--- config.mk ---
export PLATFORM = sky130hd
export DESIGN_NAME = cdts_lane_seq
export DESIGN_NICKNAME = d
export VERILOG_FILES = /design/src/cdts_pkg.sv /design/src/cdts_lane_if.sv /design/src/cdts_lane_seq.sv /design/src/cdts_lane_drv.sv
export SDC_FILE = /design/constraint.sdc
export NUM_CORES = 1
export LEC_CHECK = 0
export BUFFER_PORTS_ARGS = -buffer_cell sky130_fd_sc_hd__buf_4
export CAP_MARGIN = 20
export CORE_MARGIN = 5
export CORE_UTILIZATION = 45
export DETAILED_ROUTE_END_ITERATION = 16
export PLACE_DENSITY_LB_ADDON = 0.25
export SYNTH_ARGS = -nofsm -noshare
export SYNTH_HDL_FRONTEND = slang
export SYNTH_SLANG_ARGS = --single-unit
--- constraint.sdc ---
create_clock -name ref_clk_i -period 4 [get_ports ref_clk_i]
set_input_delay 0.4 -clock ref_clk_i [delete_from_list [all_inputs] [get_ports ref_clk_i]]
set_output_delay 0.4 -clock ref_clk_i [all_outputs]
set_load 0.02 [all_outputs]
--- src/cdts_pkg.sv ---
// Contract
// [RL1] Four lanes, each selectable as data lane or forwarded clock lane.
// [RL2] Each lane inverts its positive and negative wire independently.
// [RL3] Clock lane toggles in high-speed mode continuously once enabled.
// [RL4] HS clock runs at least 8 ns before data lanes leave LP.
// [RL5] Clock lane holds LP-00 between 38 and 95 ns before HS-0.
// [RL6] Clock lane prepare plus HS-0 zero lasts at least 300 ns.
// [RL7] Data prepare lasts 40 ns plus 4 UI to 85 ns plus 6 UI.
// [RL8] Data prepare plus HS-0 zero lasts at least 145 ns plus 10 UI.
// [RL9] Trail holds flipped state max of 8 UI or 60 ns plus 4 UI.
// [RL10] Trail start to LP-11 stays within 105 ns plus 12 UI.
// [RL11] Data lane stays in LP-11 at least 100 ns after a burst.
// [RL12] Every low-power state during entry lasts at least 50 ns.
// [RL13] Unit interval never shorter than 1.131 ns.
// [RL14] Data lanes step LP-11, LP-01, LP-00, HS-0, sync, payload, trail, LP-11.
package cdts_pkg;
	localparam int CLK_PS = 4000;
	localparam int NUM_LANES = 4;
	// Unit interval is one ref_clk cycle: 4 ns, well above 1.131 ns.
	localparam int UI_PS = CLK_PS;
	localparam int UI_MIN_PS = 1131;
	localparam int T_CLK_PRE_NS = 8;
	localparam int T_CLK_PREP_NS = 60;
	localparam int T_CLK_PREP_ZERO_NS = 300;
	localparam int T_HS_PREP_NS = 60;
	localparam int T_HS_PREP_ZERO_NS = 145;
	localparam int T_TRAIL_NS = 60;
	localparam int T_EXIT_NS = 100;
	localparam int T_LPX_NS = 50;
	localparam int SYNC_BITS = 8;
	localparam logic [7:0] SYNC_BYTE = 8'hb8;
	localparam int CYC_CLK_PRE = (T_CLK_PRE_NS * 1000 + CLK_PS - 1) / CLK_PS;
	localparam int CYC_CLK_PREP = (T_CLK_PREP_NS * 1000 + CLK_PS - 1) / CLK_PS;
	localparam int CYC_CLK_ZERO =
		(T_CLK_PREP_ZERO_NS * 1000 + CLK_PS - 1) / CLK_PS - CYC_CLK_PREP;
	localparam int CYC_HS_PREP =
		(T_HS_PREP_NS * 1000 + 5 * UI_PS + CLK_PS - 1) / CLK_PS;
	localparam int CYC_HS_ZERO =
		(T_HS_PREP_ZERO_NS * 1000 + 10 * UI_PS + CLK_PS - 1) / CLK_PS
		- CYC_HS_PREP;
	localparam int TRAIL_A = 8 * UI_PS;
	localparam int TRAIL_B = T_TRAIL_NS * 1000 + 4 * UI_PS;
	localparam int CYC_TRAIL =
		((TRAIL_A > TRAIL_B ? TRAIL_A : TRAIL_B) + CLK_PS - 1) / CLK_PS;
	localparam int CYC_EXIT = (T_EXIT_NS * 1000 + CLK_PS - 1) / CLK_PS;
	localparam int CYC_LPX = (T_LPX_NS * 1000 + CLK_PS - 1) / CLK_PS;
	localparam int CNT_W = 8;
	typedef enum logic [3:0] {
		DL_STOP = 4'h0,
		DL_LP01 = 4'h1,
		DL_LP00 = 4'h3,
		DL_ZERO = 4'h2,
		DL_SYNC = 4'h6,
		DL_PAY = 4'h7,
		DL_TRAIL = 4'h5,
		DL_EXIT = 4'h4
	} cdts_dl_t;
	typedef enum logic [2:0] {
		CL_STOP = 3'h0,
		CL_LP01 = 3'h1,
		CL_LP00 = 3'h3,
		CL_ZERO = 3'h2,
		CL_RUN = 3'h6
	} cdts_cl_t;
endpackage

--- src/cdts_lane_if.sv ---
`timescale 1ns/10ps
interface cdts_lane_if;
	logic hs_en;
	logic hs_bit;
	logic lp_p;
	logic lp_n;
	logic swap_p;
	logic swap_n;
	logic hs_p;
	logic hs_n;
	logic lpo_p;
	logic lpo_n;
	logic oe_hs;
	modport core(output hs_en, hs_bit, lp_p, lp_n, swap_p, swap_n,
		input hs_p, hs_n, lpo_p, lpo_n, oe_hs);
	modport drv(input hs_en, hs_bit, lp_p, lp_n, swap_p, swap_n,
		output hs_p, hs_n, lpo_p, lpo_n, oe_hs);
endinterface // cdts_lane_if

--- src/cdts_lane_seq.sv ---
`timescale 1ns/10ps
module cdts_lane_seq (
	// Clock and reset
	input wire logic ref_clk_i,
	input wire logic rst_i,
	// Configuration
	input wire logic enable_i,
	input wire logic [3:0] lane_is_clk_i,
	input wire logic [3:0] inv_p_i,
	input wire logic [3:0] inv_n_i,
	// Payload stream
	input wire logic [7:0] data_i,
	input wire logic valid_i,
	input wire logic last_i,
	output logic ready_o,
	// Lane wires
	output logic [3:0] hs_p_o,
	output logic [3:0] hs_n_o,
	output logic [3:0] lp_p_o,
	output logic [3:0] lp_n_o,
	output logic [3:0] hs_oe_n_o,
	// Status
	output logic clk_running_o,
	output logic busy_o
);
	// ****************************************************************
	// Clock lane sequencer
	// ****************************************************************
	cdts_pkg::cdts_cl_t cl_st;
	cdts_pkg::cdts_cl_t next_cl_st;
	logic [cdts_pkg::CNT_W-1:0] cl_cnt;
	logic [cdts_pkg::CNT_W-1:0] next_cl_cnt;
	logic ddr_ph;
	logic next_ddr_ph;
	always_comb begin
		next_cl_st = cl_st;
		next_cl_cnt = cl_cnt + 8'h01;
		next_ddr_ph = 1'b0;
		case (cl_st)
			cdts_pkg::CL_STOP: begin
				next_cl_cnt = 8'h00;
				if (enable_i) begin
					next_cl_st = cdts_pkg::CL_LP01;
				end
			end
			// [RL12] LP state length.
			cdts_pkg::CL_LP01: begin
				if (cl_cnt == 8'(cdts_pkg::CYC_LPX - 1)) begin
					next_cl_st = cdts_pkg::CL_LP00;
					next_cl_cnt = 8'h00;
				end
			end
			// [RL5] Clock prepare window.
			cdts_pkg::CL_LP00: begin
				if (cl_cnt == 8'(cdts_pkg::CYC_CLK_PREP - 1)) begin
					next_cl_st = cdts_pkg::CL_ZERO;
					next_cl_cnt = 8'h00;
				end
			end
			// [RL6] Prepare plus zero.
			cdts_pkg::CL_ZERO: begin
				if (cl_cnt == 8'(cdts_pkg::CYC_CLK_ZERO - 1)) begin
					next_cl_st = cdts_pkg::CL_RUN;
					next_cl_cnt = 8'h00;
				end
			end
			// [RL3] Clock always toggles.
			cdts_pkg::CL_RUN: begin
				next_ddr_ph = ~ddr_ph;
				if (cl_cnt == 8'hff) begin
					next_cl_cnt = cl_cnt;
				end
				if (!enable_i) begin
					next_cl_st = cdts_pkg::CL_STOP;
				end
			end
			default: begin
				next_cl_st = cdts_pkg::CL_STOP;
			end
		endcase
	end
	always_ff @(posedge ref_clk_i or posedge rst_i) begin
		if (rst_i) begin
			cl_st <= cdts_pkg::CL_STOP;
			cl_cnt <= 8'h00;
			ddr_ph <= 1'b0;
		end else begin
			cl_st <= next_cl_st;
			cl_cnt <= next_cl_cnt;
			ddr_ph <= next_ddr_ph;
		end
	end
	// ****************************************************************
	// Clock lead before bursts
	// ****************************************************************
	// [RL4] Clock pre time.
	logic clk_pre_ok;
	assign clk_pre_ok = (cl_st == cdts_pkg::CL_RUN) &&
		(cl_cnt >= 8'(cdts_pkg::CYC_CLK_PRE));
	// ****************************************************************
	// Data lane sequencer
	// ****************************************************************
	cdts_pkg::cdts_dl_t dl_st;
	cdts_pkg::cdts_dl_t next_dl_st;
	logic [cdts_pkg::CNT_W-1:0] dl_cnt;
	logic [cdts_pkg::CNT_W-1:0] next_dl_cnt;
	logic [7:0] shreg;
	logic [7:0] next_shreg;
	logic [2:0] bit_idx;
	logic [2:0] next_bit_idx;
	logic end_burst;
	logic next_end_burst;
	logic last_bit;
	logic next_last_bit;
	logic take;
	always_comb begin
		next_dl_st = dl_st;
		next_dl_cnt = dl_cnt + 8'h01;
		next_shreg = shreg;
		next_bit_idx = bit_idx;
		next_end_burst = end_burst;
		next_last_bit = last_bit;
		take = 1'b0;
		case (dl_st)
			// [RL14] Idle in LP-11.
			cdts_pkg::DL_STOP: begin
				next_dl_cnt = 8'h00;
				if (valid_i && clk_pre_ok) begin
					next_dl_st = cdts_pkg::DL_LP01;
				end
			end
			// [RL12] LP-01 length.
			cdts_pkg::DL_LP01: begin
				if (dl_cnt == 8'(cdts_pkg::CYC_LPX - 1)) begin
					next_dl_st = cdts_pkg::DL_LP00;
					next_dl_cnt = 8'h00;
				end
			end
			// [RL7] Data prepare.
			cdts_pkg::DL_LP00: begin
				if (dl_cnt == 8'(cdts_pkg::CYC_HS_PREP - 1)) begin
					next_dl_st = cdts_pkg::DL_ZERO;
					next_dl_cnt = 8'h00;
				end
			end
			// [RL8] Prepare plus zero.
			cdts_pkg::DL_ZERO: begin
				if (dl_cnt == 8'(cdts_pkg::CYC_HS_ZERO - 1)) begin
					next_dl_st = cdts_pkg::DL_SYNC;
					next_dl_cnt = 8'h00;
					next_shreg = cdts_pkg::SYNC_BYTE;
					next_bit_idx = 3'h0;
				end
			end
			cdts_pkg::DL_SYNC: begin
				next_bit_idx = bit_idx + 3'h1;
				next_shreg = {1'b0, shreg[7:1]};
				if (bit_idx == 3'h7) begin
					next_last_bit = shreg[0];
					if (valid_i) begin
						take = 1'b1;
						next_shreg = data_i;
						next_end_burst = last_i;
						next_dl_st = cdts_pkg::DL_PAY;
					end else begin
						next_dl_st = cdts_pkg::DL_TRAIL;
						next_dl_cnt = 8'h00;
					end
				end
			end
			// [RL13] One bit per cycle.
			cdts_pkg::DL_PAY: begin
				next_bit_idx = bit_idx + 3'h1;
				next_dl_cnt = 8'h00;
				next_shreg = {1'b0, shreg[7:1]};
				if (bit_idx == 3'h7) begin
					next_last_bit = shreg[0];
					if (end_burst || !valid_i) begin
						next_dl_st = cdts_pkg::DL_TRAIL;
					end else begin
						take = 1'b1;
						next_shreg = data_i;
						next_end_burst = last_i;
					end
				end
			end
			// [RL9] Flipped trail.
			cdts_pkg::DL_TRAIL: begin
				// [RL10] End of transmission bound.
				if (dl_cnt == 8'(cdts_pkg::CYC_TRAIL - 1)) begin
					next_dl_st = cdts_pkg::DL_EXIT;
					next_dl_cnt = 8'h00;
				end
			end
			// [RL11] LP-11 exit time.
			cdts_pkg::DL_EXIT: begin
				if (dl_cnt == 8'(cdts_pkg::CYC_EXIT - 1)) begin
					next_dl_st = cdts_pkg::DL_STOP;
					next_dl_cnt = 8'h00;
				end
			end
			default: begin
				next_dl_st = cdts_pkg::DL_STOP;
			end
		endcase
		if (!enable_i) begin
			next_dl_st = cdts_pkg::DL_STOP;
			take = 1'b0;
		end
	end
	always_ff @(posedge ref_clk_i or posedge rst_i) begin
		if (rst_i) begin
			dl_st <= cdts_pkg::DL_STOP;
			dl_cnt <= 8'h00;
			shreg <= 8'h00;
			bit_idx <= 3'h0;
			end_burst <= 1'b0;
			last_bit <= 1'b0;
		end else begin
			dl_st <= next_dl_st;
			dl_cnt <= next_dl_cnt;
			shreg <= next_shreg;
			bit_idx <= next_bit_idx;
			end_burst <= next_end_burst;
			last_bit <= next_last_bit;
		end
	end
	// ****************************************************************
	// Payload handshake
	// ****************************************************************
	assign ready_o = take;
	// ****************************************************************
	// Lane mapping and wire drivers
	// ****************************************************************
	logic d_hs_en;
	logic d_hs_bit;
	logic d_lp_p;
	logic d_lp_n;
	logic c_hs_en;
	logic c_lp_p;
	logic c_lp_n;
	always_comb begin
		d_hs_en = 1'b0;
		d_hs_bit = 1'b0;
		d_lp_p = 1'b1;
		d_lp_n = 1'b1;
		case (dl_st)
			cdts_pkg::DL_LP01: begin
				d_lp_p = 1'b0;
			end
			cdts_pkg::DL_LP00: begin
				d_lp_p = 1'b0;
				d_lp_n = 1'b0;
			end
			cdts_pkg::DL_ZERO: begin
				d_hs_en = 1'b1;
			end
			cdts_pkg::DL_SYNC, cdts_pkg::DL_PAY: begin
				d_hs_en = 1'b1;
				d_hs_bit = shreg[0];
			end
			cdts_pkg::DL_TRAIL: begin
				d_hs_en = 1'b1;
				d_hs_bit = ~last_bit;
			end
			default: begin
				d_hs_en = 1'b0;
			end
		endcase
		c_hs_en = (cl_st == cdts_pkg::CL_ZERO) || (cl_st == cdts_pkg::CL_RUN);
		c_lp_p = !(cl_st == cdts_pkg::CL_LP01 || cl_st == cdts_pkg::CL_LP00);
		c_lp_n = cl_st != cdts_pkg::CL_LP00;
	end
	// [RL1] Per-lane role select.
	genvar gi;
	generate
		for (gi = 0; gi < cdts_pkg::NUM_LANES; gi++) begin : g_lane
			cdts_lane_if lif();
			assign lif.hs_en = lane_is_clk_i[gi] ? c_hs_en : d_hs_en;
			assign lif.hs_bit = lane_is_clk_i[gi] ? ddr_ph : d_hs_bit;
			assign lif.lp_p = lane_is_clk_i[gi] ? c_lp_p : d_lp_p;
			assign lif.lp_n = lane_is_clk_i[gi] ? c_lp_n : d_lp_n;
			// [RL2] Per-wire polarity.
			assign lif.swap_p = inv_p_i[gi];
			assign lif.swap_n = inv_n_i[gi];
			cdts_lane_drv u_drv (
				.ref_clk_i(ref_clk_i),
				.rst_i(rst_i),
				.lane(lif.drv)
			);
			assign hs_p_o[gi] = lif.hs_p;
			assign hs_n_o[gi] = lif.hs_n;
			assign lp_p_o[gi] = lif.lpo_p;
			assign lp_n_o[gi] = lif.lpo_n;
			assign hs_oe_n_o[gi] = lif.oe_hs;
		end
	endgenerate
	// ****************************************************************
	// Status outputs
	// ****************************************************************
	assign clk_running_o = cl_st == cdts_pkg::CL_RUN;
	assign busy_o = dl_st != cdts_pkg::DL_STOP;
endmodule // cdts_lane_seq

--- src/cdts_lane_drv.sv ---
`timescale 1ns/10ps
module cdts_lane_drv (
	// Clock and reset
	input wire logic ref_clk_i,
	input wire logic rst_i,
	// Lane
	cdts_lane_if.drv lane
);
	logic next_hs_p;
	logic next_hs_n;
	logic next_lp_p;
	logic next_lp_n;
	logic next_oe;
	logic r_hs_p;
	logic r_hs_n;
	logic r_lp_p;
	logic r_lp_n;
	logic r_oe;
	// [RL2] Wire polarity inversion.
	always_comb begin
		next_hs_p = lane.hs_bit ^ lane.swap_p;
		next_hs_n = ~lane.hs_bit ^ lane.swap_n;
		next_lp_p = lane.lp_p ^ lane.swap_p;
		next_lp_n = lane.lp_n ^ lane.swap_n;
		next_oe = ~lane.hs_en;
	end
	always_ff @(posedge ref_clk_i or posedge rst_i) begin
		if (rst_i) begin
			r_hs_p <= 1'b0;
			r_hs_n <= 1'b1;
			r_lp_p <= 1'b1;
			r_lp_n <= 1'b1;
			r_oe <= 1'b1;
		end else begin
			r_hs_p <= next_hs_p;
			r_hs_n <= next_hs_n;
			r_lp_p <= next_lp_p;
			r_lp_n <= next_lp_n;
			r_oe <= next_oe;
		end
	end
	assign lane.hs_p = r_hs_p;
	assign lane.hs_n = r_hs_n;
	assign lane.lpo_p = r_lp_p;
	assign lane.lpo_n = r_lp_n;
	assign lane.oe_hs = r_oe;
endmodule // cdts_lane_drv

# Word-level counts from Yosys, hierarchy flattened
# Index checks and enable logic that the tools add are counted.
[op_classes]
n_addsub = 3
order_cmp = 1
eq_ne = 42
muxes = 71
n_bitwise = 26
reduce_logical = 23
[op_table]
columns = ["operator", "count"]
rows = [
  ["$mux W8", 16],
  ["$pmux W8 S7", 1],
  ["$mux W4", 10],
  ["$pmux W8 S5", 1],
  ["$eq A8 B5 Y1 const B", 4],
  ["$pmux W4 S8", 1],
  ["$mux W1", 29],
  ["$ne A3 B3 Y1 const B", 9],
  ["$eq A8 B4 Y1 const B", 3],
  ["$pmux W8 S3", 1],
  ["$ne A2 B2 Y1 const B", 11],
  ["$mux W3", 6],
  ["$add A8 B1 Y8 const B", 2],
  ["$eq A4 B3 Y1 const B", 4],
  ["$xor A1 B1 Y1", 16],
  ["$pmux W3 S5", 1],
  ["$not A1 Y1", 10],
  ["$reduce_and A5 Y1", 2],
  ["$reduce_and A9 Y1", 1],
  ["$eq A4 B2 Y1 const B", 2],
  ["$eq A8 B6 Y1 const B", 1],
  ["$eq A8 B8 Y1 const B", 1],
  ["$ge A8 B2 Y1 const B", 1],
  ["$eq A3 B2 Y1 const B", 2],
  ["other kinds (19)", 31],
]
[totals]
regBits = 57

# Longest topological paths before layout
[depth]
word_depth = 6
mapped_depth = 7

# Hierarchy
# A second synthesis with hierarchy kept.
[hier_totals]
cells_unflattened = 315
hier_area_um2 = 3016.6
[by_module_without_submodules]
columns = ["mod", "instances", "cells_each", "area_per_inst_um2"]
rows = [
  ["cdts_lane_seq", 1, 271, 2326.0],
  ["cdts_lane_drv", 4, 11, 172.7],
]

# Least setup slack after synthesis
# No wires, ideal clock.
[synth_path]
path_type = "register -> register"
start = "register cl_cnt[5] (netlist bit)"
end = "register cl_cnt[0] (netlist bit)"
t_arrival_ns = 1.880
t_required_ns = 3.867
path_slack_ns = 1.986
path_stages_with_launch = 6
path_buffers = 0
period_less_slack_ns = 2.014
path_cell_list = "dfrtp_1 or4_1 or3_4 a221oi_4 nand2b_1 mux2i_1"
[synth_between]
elab_chain_len = 3
elab_cells_between_ends = 9
[synth_lines]
columns = ["item", "line_no", "source"]
rows = [
  ["start: declaration", "cdts_lane_seq.sv:31", "logic [cdts_pkg::CNT_W-1:0] cl_cnt;"],
  ["start signal: assignment", "cdts_lane_seq.sv:89", "cl_cnt <= next_cl_cnt;"],
  ["$eq A8 B6 Y1, or another cell as far along", "cdts_lane_seq.sv:62", "if (cl_cnt == 8'(cdts_pkg::CYC_CLK_ZERO - 1)) begin"],
  ["$mux W8 (on tied branches)", "cdts_lane_seq.sv:62, cdts_lane_seq.sv:48, cdts_lane_seq.sv:55", ""],
  ["$pmux W8 S5", "cdts_lane_seq.sv:39", "case (cl_st)"],
]
# Parallel ways exist; a longest one is shown, timed or not.
# A chain may end at the register's enable or synchronous reset.

# Final worst setup path
[layout_path]
start = "register bit_idx[0]"
end = "output ready_o"
[layout_between]
elab_chain_len = 4
elab_cells_between_ends = 5
[layout_lines]
columns = ["item", "line_no", "source"]
rows = [
  ["start: declaration", "cdts_lane_seq.sv:109", "logic [2:0] bit_idx;"],
  ["start signal: assignment", "cdts_lane_seq.sv:223", "bit_idx <= next_bit_idx;"],
  ["$eq A3 B3 Y1 (*)", "cdts_lane_seq.sv:158, cdts_lane_seq.sv:176", ""],
  ["$mux W1 (on tied branches)", "cdts_lane_seq.sv:176, cdts_lane_seq.sv:158", ""],
  ["$pmux W1 S2 (*)", "cdts_lane_seq.sv:124", "case (dl_st)"],
  ["$mux W1 (*)", "cdts_lane_seq.sv:206", "if (!enable_i) begin"],
  ["end: declaration", "cdts_lane_seq.sv:15", "output logic ready_o,"],
]
# Mark *: on every way between the ends. The rest lies on a longest branch, timed or not.

==> results.tsv <==
metric	value	unit
Worst Skew	0.0116	ns
initial antenna violation count	0	
final worst setup slack	1.60	ns
Yosys top cell area share	33.6	%
simple-gate portion of the synthesized area	17.5	%
clock tree buffer depth	2	
row count	29	
worst reg2reg path startpoint	cl_cnt[5]	
DRC Markers	0	
wire per inst	14.2	um
main flop type after synthesis	dfrtp_1	
top-level I/O count	48	
vias	2130	
Slew Limit Fails	0	
Post-Place Cell Area	3260	sq um
I/O Buffers	47	
post-route cell area	3350	sq um
Routed WL	5.72	mm
Final nets	357	
crit path capture type	output pin	
die height	91.4	um
Reg-to-Reg End	cl_cnt[0]	
synthesized area per cell	10.1	sq um
Fmax	417	MHz
Antenna diodes	0	
mux contribution to synthesized area	6.17	%
Setup Total Neg Slack	0	ns
worst stage delay on the critical path	0.47	ns
CP Cell Sequence	ha_1 > ha_1 > nand2_1 > a21oi_2 > nand2_1 > nor2_1 > buf_4	
gr usage total	14.9	%
cells after synthesis	296	
die area	8350	sq um
Setup Fix Bufs, Post-CTS	0	
status	finished clean	
die width	91.4	um
Syn Std Cell Area	2980	sq um
combinational family with the most area after synthesis	simple AND/OR/NAND/NOR gates	
CTS clk-pin slew, worst paths	0.11	ns
dpl hpwl	4.22	mm
DRT antenna net count	0	
Maximum Capacitance Violations	0	
Critical Path RT	3.60	ns
CP Max Fanout	9	
CP arrival	2.00	ns
Reg2Reg Depth	5	
final cell count without fillers	402	
top-count cell post-synth	dfrtp_1	
Slew @ Worst Pin	0.750	ns
placed cell count	394	
final RePlAce weighted congestion	0.783	
Core Area	6390	sq um
vias in the first global route	2132	
CTS Hold Bufs	0	
root buf cell	clkbuf_8	
worst skew pair latency	0.31	ns
R2R setup slack	1.87	ns
Synth cell types	41	
Final Hold Viols	0	
Buf/Inv on CP	1	
XOR/XNOR share of the synthesized area	7.94	%
CP delay by family, top	compound AO/OA/AOI/OAI gates	
crit path time final	2.40	ns
Seq/Total Area, Yosys	47.7	%
WS Path Type	reg -> out	
Min-Delay Path Class	in -> async	
Clock Sinks	56	
largest net degree at the start of global routing	38	
VDD IR max	0.241	mV
fin crit share	60.0	%
Yosys top cell by area	dfrtp_1	
WHS	0.217	ns
First DRT Iteration DRCs	120	
H-tree levels	2	
post-cts sizing count	0	
Initial Utilization	46.6	%
Worst setup SP type	flip-flop	
Via density	5.30	
ys async rst share	100	%
Setup violations, final	0	
cts bufs inserted	5	
layout cell share with drive strength beyond 1	24.6	%
compound-cell area share of the yosys netlist	10.2	%
largest cells by area after synthesis	dfrtp_1 34%, dfstp_2 14%, buf_4 5.0%	
total gr overflow	0	
slowest CP cell	a21oi_2	
Syn-to-layout area delta	12.6	%
Slew Limit Headroom	49.9	%
Yosys reg bits	56	
Post-synth EDFFs	0	
leakage	1.46	nW
synth cell count leaders	40 x dfrtp_1, 28 x nand2_1, 25 x nor2_1	
RSZ-0062 raised after global routing	no	
drt pass-1 iters	4	
pre-CTS setup slack	1.85	ns
Adder-Cell Fraction of Synth Area	3.36	%
CTS tree	built	
syn_nets	329	
Ys Warns	0	
PD cells	431	nW/um^2
first-pass GRT wire length	10.3	mm
==> worst max-delay path by stage <==
| stage | startpoint | end | slack [ns] | cells after the start |
|---|---|---|---|---|
| 2_1_floorplan | cl_cnt[5] | cl_cnt[0] | 1.99 | 5 |
| 3_3_place_gp | cl_cnt[5] | cl_cnt[0] | 1.87 | 5 |
| 3_5_place_dp | cl_cnt[5] | cl_cnt[0] | 1.85 | 5 |
| 4_1_cts | bit_idx[0] | ready_o | 1.58 | 7 |
| 5_1_grt | bit_idx[0] | ready_o | 1.37 | 7 |
| 6_report | bit_idx[0] | ready_o | 1.60 | 7 |
==> cell type report <==
class	count	area (sq um)
clock buffers	5	68.8
clock inverters	3	26.3
fillers	593	3030
inverters	9	33.8
multi-input cells	204	1350
flip-flops and latches	56	1420
well taps	77	96.3
repair buffers	48	360
==> per-layer routing <==
| metal | up-vias | global-route usage, % | share of wire (%) |
|---|---|---|---|
| met5 | - | 0 | 0 |
| met4 | 0 | 4.03 | 1.2 |
| met3 | 5 | 4.55 | 5.9 |
| met2 | 49 | 24.3 | 46 |
| met1 | 1018 | 19.4 | 47 |
| li1 | 1058 | - | - |
==> worst reg2reg max path, cell delays in order (launching register included) <==
cell and delay (ns):
dfrtp_1 0.42, or4_1 0.54, or3_4 0.40, a221oi_4 0.42, nand2b_1 0.16, mux2i_1 0.08
==> layout by cell type (no fill, tap or decap), types with 4 or more instances in the layout <==
cell type / n
buf_4: 48
dfstp_2: 16
ha_1: 8
nand2b_1: 4
o21ai_0: 24
nand4_1: 6
mux2i_1: 15
clkbuf_8: 5
xnor2_1: 15
inv_1: 8
nor2b_1: 6
nand2_1: 28
xor2_1: 12
nand3_1: 8
dfrtp_1: 40
nor2_1: 25
and2_1: 4
a21oi_1: 9
==> where the power goes <==
group	total (mW)	internal [mW]	switching [mW]
Combinational	0.384	0.170	0.214
Sequential	0.736	0.660	0.0761
Clock	0.327	0.130	0.198
==> kinds of logic (layout without fill, tap and decap cells) <==
family,Yosys count,after routing
and+or+nand+nor,102,102
DFF,56,56
AOI/OAI and AO/OA,49,49
buffers and inverters,36,65
xor gates and xnor gates,27,27
muxes,18,18
adders and majority gates,8,8
==> registers in the layout, summed over array words and instances, names as in the netlist <==
signal / flops
cl_st: 3
g_lane.u_drv.lane.oe_hs: 4
end_burst: 1
bit_idx: 3
dl_st: 3
g_lane.u_drv.lane.lpo_p: 4
dl_cnt: 8
cl_cnt: 8
last_bit: 1
g_lane.u_drv.lane.hs_p: 4
g_lane.u_drv.lane.hs_n: 4
g_lane.u_drv.lane.lpo_n: 4
ddr_ph: 1
shreg: 8
==> metrics by stage <==
stage / power, mW / util [%]
global route: 1.55 / 52.5
finish: 1.45 / 52.5
floorplan: 1.02 / -
detailed placement: 1.14 / 51.0
global placement: 1.13 / 51.0
CTS: 1.46 / 52.5
Power figures use the tool's default switching activity.
